==> config.mk <==
export PLATFORM = sky130hd
export DESIGN_NAME = wdt_core
export DESIGN_NICKNAME = d
export VERILOG_FILES = /design/src/rtl/wdt_pkg.sv /design/src/rtl/wdt_cnt_if.sv /design/src/rtl/wdt_timeout_counter.sv /design/src/rtl/wdt_core.sv
export SDC_FILE = /design/constraint.sdc
export NUM_CORES = 1
export LEC_CHECK = 0
export ABC_AREA = 1
export BUFFER_PORTS_ARGS = -buffer_cell sky130_fd_sc_hd__buf_2
export CORE_ASPECT_RATIO = 1.1
export CORE_MARGIN = 1.5
export CORE_UTILIZATION = 52
export CTS_CLUSTER_SIZE = 14
export DETAILED_ROUTE_END_ITERATION = 8
export GPL_TIMING_DRIVEN = 0
export PLACE_DENSITY = 0.77
export SETUP_SLACK_MARGIN = 0.2
export SYNTH_ARGS = -nofsm -noshare
export SYNTH_HDL_FRONTEND = slang
export SYNTH_SLANG_ARGS = --single-unit
==> constraint.sdc <==
create_clock -name clk -period 2.3 [get_ports clk]
set_clock_uncertainty 0.05 [all_clocks]
set_input_delay 0.115 -clock clk [delete_from_list [all_inputs] [get_ports clk]]
set_output_delay 0.115 -clock clk [all_outputs]
set_load 0.05 [all_outputs]
==> src/rtl/wdt_pkg.sv <==
// Constants for the watchdog timer and reset cause flags
package wdt_pkg;
    // ========================================================
    // Bus and register map
    localparam int          APB_DW         = 32;
    localparam int          ADDR_W         = 12;
    localparam int          REG_W          = 8;
    localparam logic [9:0]  STAT_IDX       = 10'h035;
    localparam logic [9:0]  CTRL_IDX       = 10'h060;
    localparam logic [ADDR_W-1:0] STAT_ADDR = {STAT_IDX, 2'b00};
    localparam logic [ADDR_W-1:0] CTRL_ADDR = {CTRL_IDX, 2'b00};
    // ========================================================
    // Reset cause status bits
    localparam int          ST_WDOG        = 3;
    localparam int          ST_BROWN       = 2;
    localparam int          ST_PIN         = 1;
    localparam int          ST_POR         = 0;
    localparam logic [3:0]  ST_UNUSED      = 4'h0;
    // ========================================================
    // Watchdog control status bits
    localparam int          CT_IRQF        = 7;
    localparam int          CT_IRQE        = 6;
    localparam int          CT_P_HI        = 5;
    localparam int          CT_CE          = 4;
    localparam int          CT_WDE         = 3;
    localparam int          CT_P_LO_MSB    = 2;
    localparam int          PSEL_W         = 4;
    localparam logic [PSEL_W-1:0] PSEL_MAX = 4'h9;
    localparam logic [PSEL_W-1:0] PSEL_RST = 4'h0;
    // ========================================================
    // Timing
    localparam int          CLK_PERIOD_NS  = 100;
    localparam int          OSC_FREQ_KHZ   = 128;
    localparam int          BASE_OSC_CYC   = 2048;
    localparam int          CE_HOLD_CYC    = 4;
    localparam logic [1:0]  CE_CNT_LOAD    = 2'(CE_HOLD_CYC - 1);
    // ========================================================
    // Input synchroniser lanes
    localparam int          SY_OSC         = 0;
    localparam int          SY_BROWN       = 1;
    localparam int          SY_PIN         = 2;
    localparam int          SY_FUSE        = 3;
    localparam int          SY_N           = 4;
    localparam logic [SY_N-1:0] SY_RST     = 4'h8;
endpackage : wdt_pkg

==> src/rtl/wdt_cnt_if.sv <==
// Link between the watchdog control logic and its time-out counter
`timescale 1ns/10ps
`default_nettype none
interface wdt_cnt_if;
    logic       restart;
    logic       run;
    logic [3:0] period_sel;
    logic       osc_lvl;
    logic       timeout;
    modport core (output restart, output run, output period_sel, output osc_lvl, input timeout);
    modport cnt  (input restart, input run, input period_sel, input osc_lvl, output timeout);
endinterface : wdt_cnt_if
`default_nettype wire

==> src/rtl/wdt_timeout_counter.sv <==
// Oscillator cycle counter with selectable time-out
`timescale 1ns/10ps
`default_nettype none
module wdt_timeout_counter
    import wdt_pkg::*;
#(
    parameter int BASE_CYCLES = BASE_OSC_CYC
)(
    input  wire logic clk,
    input  wire logic rst_b,
    wdt_cnt_if.cnt    cif
);
    localparam int CW = $clog2(BASE_CYCLES) + 10;

    logic          osc_prev_r;
    logic          osc_prev_nxt;
    logic [CW-1:0] count_r;
    logic [CW-1:0] count_nxt;
    logic          timeout_r;
    logic          timeout_nxt;
    logic [3:0]    sel_eff;
    logic [CW-1:0] limit;
    logic          tick;

    // ========================================================
    // Counting
    always_comb
    begin
        // Reserved codes run at the longest period
        sel_eff      = (cif.period_sel > PSEL_MAX) ? PSEL_MAX : cif.period_sel;
        limit        = CW'(BASE_CYCLES) << sel_eff;
        tick         = cif.osc_lvl & ~osc_prev_r;
        osc_prev_nxt = cif.osc_lvl;
        count_nxt    = count_r;
        timeout_nxt  = 1'b0;
        if (cif.restart || !cif.run)
        begin
            count_nxt = '0;
        end
        else if (tick)
        begin
            if (count_r == limit - CW'(1))
            begin
                count_nxt   = '0;
                timeout_nxt = 1'b1;
            end
            else
            begin
                count_nxt = count_r + CW'(1);
            end
        end
    end

    always_ff @(posedge clk)
    begin
        if (!rst_b)
        begin
            osc_prev_r <= 1'b0;
            count_r    <= '0;
            timeout_r  <= 1'b0;
        end
        else
        begin
            osc_prev_r <= osc_prev_nxt;
            count_r    <= count_nxt;
            timeout_r  <= timeout_nxt;
        end
    end

    assign cif.timeout = timeout_r;
endmodule : wdt_timeout_counter
`default_nettype wire

==> src/rtl/wdt_core.sv <==
// Watchdog timer with reset cause flags behind an APB slave
//
// Added by the designer: register access over APB.
`timescale 1ns/10ps
`default_nettype none
module wdt_core
    import wdt_pkg::*;
#(
    parameter int BASE_CYCLES = BASE_OSC_CYC
)(
    input  wire logic              clk,
    input  wire logic              rst_b,
    input  wire logic              psel,
    input  wire logic              penable,
    input  wire logic              pwrite,
    input  wire logic [ADDR_W-1:0] paddr,
    input  wire logic [APB_DW-1:0] pwdata,
    output logic      [APB_DW-1:0] prdata,
    output logic                   pready,
    output logic                   pslverr,
    input  wire logic              osc_128k_in,
    input  wire logic              brownout_rst_in,
    input  wire logic              pin_rst_in,
    input  wire logic              always_on_fuse,
    input  wire logic              global_irq_enable,
    input  wire logic              vector_ack,
    input  wire logic              wdog_restart,
    output logic                   wdog_irq_req,
    output logic                   wdog_sys_reset
);
    wdt_cnt_if cif ();

    // ========================================================
    // Input synchronisers
    logic [SY_N-1:0] sync1_r;
    logic [SY_N-1:0] sync2_r;
    logic [SY_N-1:0] sync_in;

    assign sync_in = {always_on_fuse, pin_rst_in, brownout_rst_in, osc_128k_in};

    generate
        for (genvar i = 0; i < SY_N; i++)
        begin : g_sync
            always_ff @(posedge clk)
            begin
                if (!rst_b)
                begin
                    sync1_r[i] <= SY_RST[i];
                    sync2_r[i] <= SY_RST[i];
                end
                else
                begin
                    sync1_r[i] <= sync_in[i];
                    sync2_r[i] <= sync1_r[i];
                end
            end
        end
    endgenerate

    // ========================================================
    // APB slave
    logic              pready_r;
    logic              pready_nxt;
    logic [APB_DW-1:0] prdata_r;
    logic [APB_DW-1:0] prdata_nxt;
    logic              pslverr_r;
    logic              pslverr_nxt;
    logic              hit_stat;
    logic              hit_ctrl;
    logic              done;
    logic              wr_stat;
    logic              wr_ctrl;
    logic [REG_W-1:0]  stat_val;
    logic [REG_W-1:0]  ctrl_val;

    assign hit_stat = (paddr == STAT_ADDR);
    assign hit_ctrl = (paddr == CTRL_ADDR);
    assign done     = psel & penable & pready_r;
    assign wr_stat  = done & pwrite & hit_stat;
    assign wr_ctrl  = done & pwrite & hit_ctrl;

    always_comb
    begin
        pready_nxt  = 1'b0;
        prdata_nxt  = prdata_r;
        pslverr_nxt = 1'b0;
        if (psel && penable && !pready_r)
        begin
            pready_nxt  = 1'b1;
            pslverr_nxt = ~(hit_stat | hit_ctrl);
            prdata_nxt  = '0;
            if (!pwrite && hit_stat)
            begin
                prdata_nxt = APB_DW'(stat_val);
            end
            else if (!pwrite && hit_ctrl)
            begin
                prdata_nxt = APB_DW'(ctrl_val);
            end
        end
    end

    always_ff @(posedge clk)
    begin
        if (!rst_b)
        begin
            pready_r  <= 1'b0;
            prdata_r  <= '0;
            pslverr_r <= 1'b0;
        end
        else
        begin
            pready_r  <= pready_nxt;
            prdata_r  <= prdata_nxt;
            pslverr_r <= pslverr_nxt;
        end
    end

    assign prdata  = prdata_r;
    assign pready  = pready_r;
    assign pslverr = pslverr_r;

    // ========================================================
    // Watchdog control and reset cause flags
    logic              por_r,    por_nxt;
    logic              pin_r,    pin_nxt;
    logic              bor_r,    bor_nxt;
    logic              wdog_reset_cause_flag_r,   wdog_reset_cause_flag_nxt;
    logic              irqf_r,   irqf_nxt;
    logic              irqe_r,   irqe_nxt;
    logic              ce_r,     ce_nxt;
    logic [1:0]        ce_cnt_r, ce_cnt_nxt;
    logic              wde_r,    wde_nxt;
    logic [PSEL_W-1:0] period_r, period_nxt;
    logic              bor_prev_r;
    logic              pin_prev_r;
    logic              rst_pulse_r, rst_pulse_nxt;
    logic              irq_req_r,   irq_req_nxt;
    logic              bor_evt;
    logic              pin_evt;
    logic              sys_evt;
    logic              fuse_prog;
    logic              to_irq;
    logic              to_rst;

    assign stat_val  = {ST_UNUSED, wdog_reset_cause_flag_r, bor_r, pin_r, por_r};
    assign ctrl_val  = {irqf_r, irqe_r, period_r[3], ce_r, wde_r, period_r[2:0]};
    assign bor_evt   = sync2_r[SY_BROWN] & ~bor_prev_r;
    assign pin_evt   = sync2_r[SY_PIN] & ~pin_prev_r;
    assign sys_evt   = bor_evt | pin_evt | rst_pulse_r;
    assign fuse_prog = ~sync2_r[SY_FUSE];
    // Combined mode escalates when the flag is still pending
    assign to_irq    = cif.timeout & irqe_r & ~(wde_r & irqf_r);
    assign to_rst    = cif.timeout & wde_r & (~irqe_r | irqf_r);

    always_comb
    begin
        por_nxt       = por_r;
        pin_nxt       = pin_r;
        bor_nxt       = bor_r;
        wdog_reset_cause_flag_nxt      = wdog_reset_cause_flag_r;
        irqf_nxt      = irqf_r;
        irqe_nxt      = irqe_r;
        ce_nxt        = ce_r;
        ce_cnt_nxt    = ce_cnt_r;
        wde_nxt       = wde_r;
        period_nxt    = period_r;
        rst_pulse_nxt = 1'b0;
        irq_req_nxt   = irqf_r & irqe_r & global_irq_enable;
        if (ce_r)
        begin
            if (ce_cnt_r == 2'h0)
            begin
                ce_nxt = 1'b0;
            end
            else
            begin
                ce_cnt_nxt = ce_cnt_r - 2'h1;
            end
        end
        if (wr_stat)
        begin
            if (!pwdata[ST_WDOG])
            begin
                wdog_reset_cause_flag_nxt = 1'b0;
            end
            if (!pwdata[ST_BROWN])
            begin
                bor_nxt = 1'b0;
            end
            if (!pwdata[ST_PIN])
            begin
                pin_nxt = 1'b0;
            end
            if (!pwdata[ST_POR])
            begin
                por_nxt = 1'b0;
            end
        end
        if (wr_ctrl)
        begin
            if (pwdata[CT_IRQF])
            begin
                irqf_nxt = 1'b0;
            end
            irqe_nxt = pwdata[CT_IRQE];
            if (ce_r)
            begin
                wde_nxt    = pwdata[CT_WDE];
                period_nxt = {pwdata[CT_P_HI], pwdata[CT_P_LO_MSB:0]};
            end
            else if (pwdata[CT_WDE])
            begin
                wde_nxt = 1'b1;
            end
            if (!ce_r && pwdata[CT_CE])
            begin
                ce_nxt     = 1'b1;
                ce_cnt_nxt = CE_CNT_LOAD;
            end
        end
        if (vector_ack)
        begin
            irqf_nxt = 1'b0;
            if (wde_r)
            begin
                irqe_nxt = 1'b0;
            end
        end
        // Any system reset returns the control register to its reset state except wde_r, which a set watchdog cause flag or the fuse holds at 1,
        // and irqf_r, which a time-out interrupt in the same cycle sets to 1
        if (sys_evt)
        begin
            irqf_nxt   = 1'b0;
            irqe_nxt   = 1'b0;
            ce_nxt     = 1'b0;
            ce_cnt_nxt = 2'h0;
            wde_nxt    = 1'b0;
            period_nxt = PSEL_RST;
        end
        if (bor_evt)
        begin
            bor_nxt = 1'b1;
        end
        if (pin_evt)
        begin
            pin_nxt = 1'b1;
        end
        if (to_irq)
        begin
            irqf_nxt = 1'b1;
        end
        if (to_rst)
        begin
            rst_pulse_nxt = 1'b1;
            wdog_reset_cause_flag_nxt      = 1'b1;
        end
        if (wdog_reset_cause_flag_nxt)
        begin
            wde_nxt = 1'b1;
        end
        if (fuse_prog)
        begin
            wde_nxt  = 1'b1;
            irqe_nxt = 1'b0;
        end
    end

    always_ff @(posedge clk)
    begin
        if (!rst_b)
        begin
            por_r       <= 1'b1;
            pin_r       <= 1'b0;
            bor_r       <= 1'b0;
            wdog_reset_cause_flag_r      <= 1'b0;
            irqf_r      <= 1'b0;
            irqe_r      <= 1'b0;
            ce_r        <= 1'b0;
            ce_cnt_r    <= 2'h0;
            wde_r       <= 1'b0;
            period_r    <= PSEL_RST;
            bor_prev_r  <= 1'b0;
            pin_prev_r  <= 1'b0;
            rst_pulse_r <= 1'b0;
            irq_req_r   <= 1'b0;
        end
        else
        begin
            por_r       <= por_nxt;
            pin_r       <= pin_nxt;
            bor_r       <= bor_nxt;
            wdog_reset_cause_flag_r      <= wdog_reset_cause_flag_nxt;
            irqf_r      <= irqf_nxt;
            irqe_r      <= irqe_nxt;
            ce_r        <= ce_nxt;
            ce_cnt_r    <= ce_cnt_nxt;
            wde_r       <= wde_nxt;
            period_r    <= period_nxt;
            bor_prev_r  <= sync2_r[SY_BROWN];
            pin_prev_r  <= sync2_r[SY_PIN];
            rst_pulse_r <= rst_pulse_nxt;
            irq_req_r   <= irq_req_nxt;
        end
    end

    assign wdog_irq_req   = irq_req_r;
    assign wdog_sys_reset = rst_pulse_r;

    // ========================================================
    // Time-out counter
    assign cif.restart    = wdog_restart | sys_evt;
    assign cif.run        = wde_r | irqe_r;
    assign cif.period_sel = period_r;
    assign cif.osc_lvl    = sync2_r[SY_OSC];

    wdt_timeout_counter #(
        .BASE_CYCLES (BASE_CYCLES)
    ) u_counter (
        .clk   (clk),
        .rst_b (rst_b),
        .cif   (cif)
    );
endmodule : wdt_core
`default_nettype wire

==> results of run 1 <==
[synthesized netlist by cell type, types with 2 or more instances]
cell type / count / area share
inv_1: 69 / 0.081
nand2_2: 4 / 0.0079
a21oi_1: 15 / 0.024
nand4_1: 8 / 0.016
o21ai_0: 12 / 0.019
clkbuf_1: 3 / 0.0035
or2_2: 4 / 0.0079
nand3_2: 2 / 0.0063
nor2_1: 64 / 0.076
inv_2: 4 / 0.0047
ha_1: 2 / 0.0079
o211ai_1: 2 / 0.0047
dfxtp_1: 59 / 0.37
a31oi_1: 2 / 0.0039
nor2_4: 3 / 0.011
nand3_1: 36 / 0.057
buf_4: 25 / 0.059
xor2_1: 15 / 0.041
nor3_1: 14 / 0.022
nor4_1: 4 / 0.0079
nor2_2: 4 / 0.0079
nand2_1: 97 / 0.11
a211oi_1: 3 / 0.0071
xnor2_1: 2 / 0.0055
[final timing paths]
path / slack (ps) / startpoint / end / cells past startpoint
worst min-delay path: 7 / pwdata[5] / cif.period_sel[3] / 3
worst min register to register: 360 / sync1_r[2] / sync2_r[2] / 2
worst max register to register: 220 / cif.period_sel[3] / u_counter.count_r[19] / 13
worst max-delay path: 220 / cif.period_sel[3] / u_counter.count_r[19] / 13
[layout make-up]
cell class                      count  area, µm²  share of cell area
Multi-Input combinational cell    325       1690               0.416
Buffer                             30        223              0.0549
Sequential cell                    59       1180               0.292
Timing Repair Buffer               58        369              0.0910
Clock inverter                      4       73.8              0.0182
Tap cell                           77       96.3              0.0238
Inverter                           73        277              0.0682
Clock buffer                       12        145              0.0358
[power breakdown]
group / internal [µW] / switching, µW
clock network: 641 / 415
registers: 1040 / 7.69
logic: 79.9 / 175
total: 1760 / 597
[worst max-delay path, cell delays in order (launching register included)]
cell       delay, ps
dfxtp_2          310
buf_6            110
nor2_4           110
nand3_2          110
ha_4             280
xor2_1           140
nand2_1           70
nor2_2           100
nand3_1           90
nor2_2           150
nand4_4          150
clkbuf_16        210
nand2_2           50
inv_1             30
[repair_timing]
action / CTS / global route
setup endpoints to repair: 13 / 17
buffers inserted: 5 / 1
pin swaps: 4 / 9
resized for setup: 13 / 26
hold buffers: 8 / 0
hold endpoints to repair: 8 / 0
cloned: 1 / 0
[state kept, by name, indices dropped and copies added (netlist names), 2 cells and up]
name,flops
ce_cnt_r,2
cif.period_sel,4
prdata,8
sync1_r,4
sync2_r,3
u_counter.count_r,21
[stage by stage]
stage,power [µW],utilization
finish,2360,0.694
global route,2430,0.694
CTS,2360,0.683
detailed placement,1310,0.612
global placement,1310,0.612
floorplan,1260,-
[cell families after synthesis]
| logic type | synth area share |
|---|---|
| AOI/OAI and AO/OA | 0.0705 |
| xor gates and xnor gates | 0.0469 |
| and+or+nand+nor | 0.348 |
| DFF | 0.372 |
| adders and majority gates | 0.00787 |
| buffers and inverters | 0.154 |
| other | 0.00118 |
[routing by layer]
metal  part of all wire  global-route usage  up-vias
met2               0.51               0.440       92
met5                  0                   0        -
met1               0.40               0.267     1389
li1                   -                   -     1597
met4              0.029               0.150        0
met3              0.054              0.0376       23
==> reports/metrics.yaml, run 1 <==
timing:
  hold_violations: 0
  tightest_slew_ps: 548
  setup_slack_ps: 224
  slew-limit-headroom: 0.635
  drv_slew: 0
  rsz0062_at_grt: "true"
  period_needed_ps: 2080
  setup_viol: 0
  max_clock_freq_mhz: 482
  finalSetupTns_ps: 0
  whs_ps: 6.93
  fin_crit_sh: 0.903
pwr:
  leakage_uw: 0.00188
  peakVddDrop_uv: 403
  power_density_nw_per_um2: 581
floorplanning:
  start_util: 0.544
  coreArea_um2: 5840
  rows: 29
  die_h_um: 85.0
  dieWidth_um: 77.5
  pin_count: 92
  die-area_um2: 6590
global_route:
  grt_max_degree: 11
  grt-ovfl-total: 0
  grt_pass1_vias: 3027
  grt_pass1_wl_um: 12700
  track_usage: 0.244
  antenna_found_initial: 0
yosys:
  seq_area_frac_synth: 0.372
  synth-edff-count: 0
  synthFlopType: "dfxtp_1"
  yosysUniqueCellTypes: 35
  synth.avg_cell_area_um2: 6.85
  synthCells: 464
  async_reset_ff_frac: 0
  synth_seq_cells: 59
  yosysWarnings: 0
  syn_area_um2: 3180
detailed_routing:
  drcViolationCount: 0
  wl_per_cell_um: 11.7
  vias: 3101
  antenna_left: 0
  wl_um: 7470
  viasPerCell: 4.86
  drt_iter0_markers: 248
  dr.pass1.iters: 4
setup_path:
  critPathMaxFanout: 5
  critical_path_required_ps: 2490
  crit_path_end_kind: "register"
  critPathKind: "register to register"
  arrival_ps: 2260
  crit_path_start_kind: "register"
cts:
  clockBufferDepth: 2
  clock_latency_ps: 340
  cts_root_buf: "clkbuf_8"
  tritoncts: "yes"
  cts_made_buffers: 9
  h-tree-depth: 3
  clk_pin_slew_ps: 60
  clock-sinks: 59
finish:
  antenna_cells: 0
  fin_cells: 638
  n_fill_cell: 504
  mostFrequentLayoutCells: "87 x nand2_1, 62 x inv_1, 61 x nor2_1"
  drive_above_1_share: 0.251
  final_nets: 614
  fin_area_um2: 4060
  layout_commonest_cell: "nand2_1"
  area_growth_pct: 27.6
place:
  dpl_cell_area_um2: 3580
  gp_congestion: 0.919
  dpl_worst_slack_ps: 95.9
  dp_cells: 607
  dp_hpwl_um: 5250
  io_buffers: 43
min_path:
  hold_class: "input pin to register"
outcome:
  outcome: "completed"
run:
  max_cap_violations: 0
No activity file was read; power rests on OpenSTA's default activity.
==> run 2: changes to the inputs <==
- ABC_AREA: 1 -> 0
- CORE_UTILIZATION: 52 -> 51
- PLACE_DENSITY: 0.77 -> 0.76
- RECOVER_POWER: unset -> 100
==> reports/metrics.yaml, run 2 <==
global_route:
  grt_pass1_wl_um: 11900  # -6.9%
  grt_pass1_vias: 2588  # -15%
  track_usage: 0.229  # -0.0150
  antenna_found_initial: 0  # unchanged
  grt-ovfl-total: 0  # unchanged
  grt_max_degree: 11  # unchanged
yosys:
  synth-edff-count: 0  # unchanged
  synthAdderAreaFrac: 0.00821  # +0.000336
  synth_area_leaders: "dfxtp_1 39%, buf_4 5.9%, xor2_1 5.5%, a211oi_2 4.1%, nand2_1 3.4%"
  synth_most_common_cell: "dfxtp_1"
  syn_area_um2: 3050  # -4.1%
  synth_simple_gate_area_frac: 0.268  # -0.0800
  synthFlopType: "dfxtp_1"
  synth_mux_area_frac: 0.00328  # +0.00328
  yosysWarnings: 0  # unchanged
  synth_xor_area_frac: 0.0690  # +0.0221
  synth.avg_cell_area_um2: 9.07  # +32%
  synth_compound_area_frac: 0.170  # +0.0991
  synth_common_cells: "59 x dfxtp_1, 28 x nand2_1, 24 x buf_4"
  yosysTopAreaCellShare: 0.388  # +0.0159
  yosys.area.top_type: "dfxtp_1"
  async_reset_ff_frac: 0  # unchanged
  synth_top_family_by_area: "simple AND/OR/NAND/NOR gates"
  synthCells: 336  # -28%
  seq_area_frac_synth: 0.388  # +0.0159
  synth_seq_cells: 59  # unchanged
  yosysUniqueCellTypes: 55  # +57%
finish:
  multiInputGateArea_um2: 1750  # +3.3%
  final_nets: 500  # -19%
  mostFrequentLayoutCells: "56 x dfxtp_1, 41 x buf_4, 30 x buf_2"
  n_fill_cell: 466  # -7.5%
  seq_area_um2: 1190  # +0.74%
  drive_above_1_share: 0.291  # +0.0395
  top_register: "u_counter.count_r"
  antenna_cells: 0  # unchanged
  largest_reg_flops: 21  # unchanged
  fin_util: 0.690  # -0.00471
  area_growth_pct: 30.5
  layout_commonest_cell: "dfxtp_1"
pwr:
  p_sw_frac: 0.259  # +0.00544
  power_frac_seq: 0.484  # +0.040
  leakage_uw: 0.00154  # -18%
  power_density_nw_per_um2: 541  # -6.8%
  peakVddDrop_uv: 499  # +24%
  power_uw: 2150  # -8.6%
  p_int_uw: 1600  # -9.3%
  p_comb_frac: 0.117  # +0.009
  pwr-share-clk: 0.399  # -0.049
  power_switching_uw: 557  # -6.7%
detailed_routing:
  wl_um: 7170  # -4.1%
  antenna_left: 0  # unchanged
  drcViolationCount: 0  # unchanged
  drt_iter0_markers: 163  # -34%
  vias: 2777  # -10%
  viasPerCell: 5.30  # +9.0%
  wl_per_cell_um: 13.7  # +17%
  dr.pass1.iters: 4  # unchanged
cts:
  clockBufferDepth: 2  # unchanged
  clock_latency_ps: 330  # about the same
  cts_root_buf: "clkbuf_8"
  clock-sinks: 59  # unchanged
  h-tree-depth: 3  # unchanged
  clk_pin_slew_ps: 70  # about the same
  cts_made_buffers: 9  # unchanged
  tritoncts: "yes"
floorplanning:
  die_h_um: 84.1  # -1.1%
  rows: 29  # unchanged
  dieWidth_um: 76.7  # -1.1%
  coreArea_um2: 5770  # -1.2%
  pin_count: 92  # unchanged
  die-area_um2: 6450  # -2.1%
  start_util: 0.528  # -0.0157
timing:
  period_needed_ps: 2590  # +509 ps
  finalSetupTns_ps: -4280  # -4280 ps
  whs_ps: 24.3  # +17.4 ps
  tightest_slew_ps: 905  # +357 ps
  setup_viol: 17  # +17
  hold_violations: 0  # unchanged
  setup_slack_ps: -285  # -509 ps
  rsz0062_at_grt: "true"
  slew-limit-headroom: 0.392  # -0.243
  max_clock_freq_mhz: 387  # -20%
  fin_crit_sh: 1.12  # +0.221
  drv_slew: 0  # unchanged
setup_path:
  critical_path_required_ps: 2490  # about the same
  slowest_delay_ps: 550  # +240 ps
  crit_path_end_kind: "register"
  arrival_ps: 2780  # +520 ps
  r2r_start: "cif.period_sel[1]"
  r2r_slack_ps: -290  # -510 ps
  r2r_end: "u_counter.count_r[0]"
  critPathBufInv: 3  # unchanged
  critPathMaxFanout: 9  # +4
  worstPathCellList: "buf_6 > or4b_4 > ha_4 > buf_8 > and2_4 > o211a_1 > a221oi_4 > buf_4 > nor3_2 > a211oi_1"
  critPathKind: "register to register"
  cp_top_family: "simple AND/OR/NAND/NOR gates"
  reg2regPathDepth: 10  # -3
  cp_slowest_cell: "or4b_4"
  crit_path_start_kind: "register"
min_path:
  worstHoldStart: "global_irq_enable"
  hold_class: "input pin to register"
  whs_endpoint: "wdog_irq_req"
  whs_path_depth: 2  # -1
run:
  max_cap_violations: 0  # unchanged
place:
  dp_hpwl_um: 4800  # -8.7%
  gp_congestion: 0.849  # -7.5%
  dpl_worst_slack_ps: -447  # -543 ps
  io_buffers: 43  # unchanged
outcome:
  outcome: "complete, but fails checks"
  violations: "setup timing"
run 2: changes by cell type in the layout (fill, tap and decap cells not counted), moves of 8 or more:
cell / change
clkbuf_1: +19
buf_2: -14
nor2_1: -46
nand2_1: -59
nand3_1: -15
a211oi_2: +11
buf_4: +12
inv_2: -10
nand2_2: -8
inv_1: -59
run 2: worst max-delay path by stage:
stage | end | cells past startpoint | startpoint | slack [ps]
after floorplan | u_counter.count_r[15] | 10 | cif.period_sel[2] | -180
after global placement | u_counter.count_r[1] | 10 | cif.period_sel[3] | -390
after detailed placement | u_counter.count_r[1] | 10 | cif.period_sel[3] | -450
after CTS | u_counter.count_r[11] | 10 | cif.period_sel[1] | -280
after global routing | u_counter.count_r[0] | 10 | cif.period_sel[1] | -360
final | u_counter.count_r[0] | 10 | cif.period_sel[1] | -290
run 2: power by group through the flow:
stage	Clock [µW]	Sequential, µW	Combinational [µW]
3_3_place_gp	0	1070	231
4_1_cts	873	1040	250
5_1_grt	915	1040	266
2_1_floorplan	0	1080	164
3_5_place_dp	0	1070	233
6_report	859	1040	251
run 2: routing by layer:
metal	track usage	wire, µm	vias up
met3	0.0514	349	12
met4	0.0774	85	0
met2	0.394	3650	75
li1	-	-	1380
met5	0	0	-
met1	0.280	3080	1310
run 2: kinds of logic (layout without fill, tap and decap cells):
| logic type | after synthesis | count (layout) |
|---|---|---|
| muxes | 1 | 1 |
| and+or+nand+nor | 140 | 140 |
| buffers and inverters | 44 | 132 |
| DFF | 59 | 59 |
| xor gates and xnor gates | 24 | 24 |
| AOI/OAI and AO/OA | 65 | 65 |
| adders and majority gates | 2 | 2 |
| other | 1 | 24 |
run 2: repair_timing:
item,4_1_cts,5_1_grt
pin swaps,8,7
cloned,2,0
hold buffers,10,0
resized for setup,12,3
endpoints found under the hold margin,10,0
setup endpoints to repair,17,17
buffers inserted,14,3
run 2: through the flow:
stage / std cells / cell area [µm²]
finish: 524 / 3980
detailed placement: 479 / 3520
global placement: 479 / 3520
floorplan: 359 / 3210
CTS: 521 / 3960
global route: 524 / 3980
run 2: final cells by class:
class / count / share of cell area
inverters: 3 / 0.00283
multi-input cells: 256 / 0.439
plain buffers: 41 / 0.0758
clock buffers: 14 / 0.0434
clock inverters: 2 / 0.00252
repair buffers: 72 / 0.113
well taps: 77 / 0.0242
flip-flops and latches: 59 / 0.300
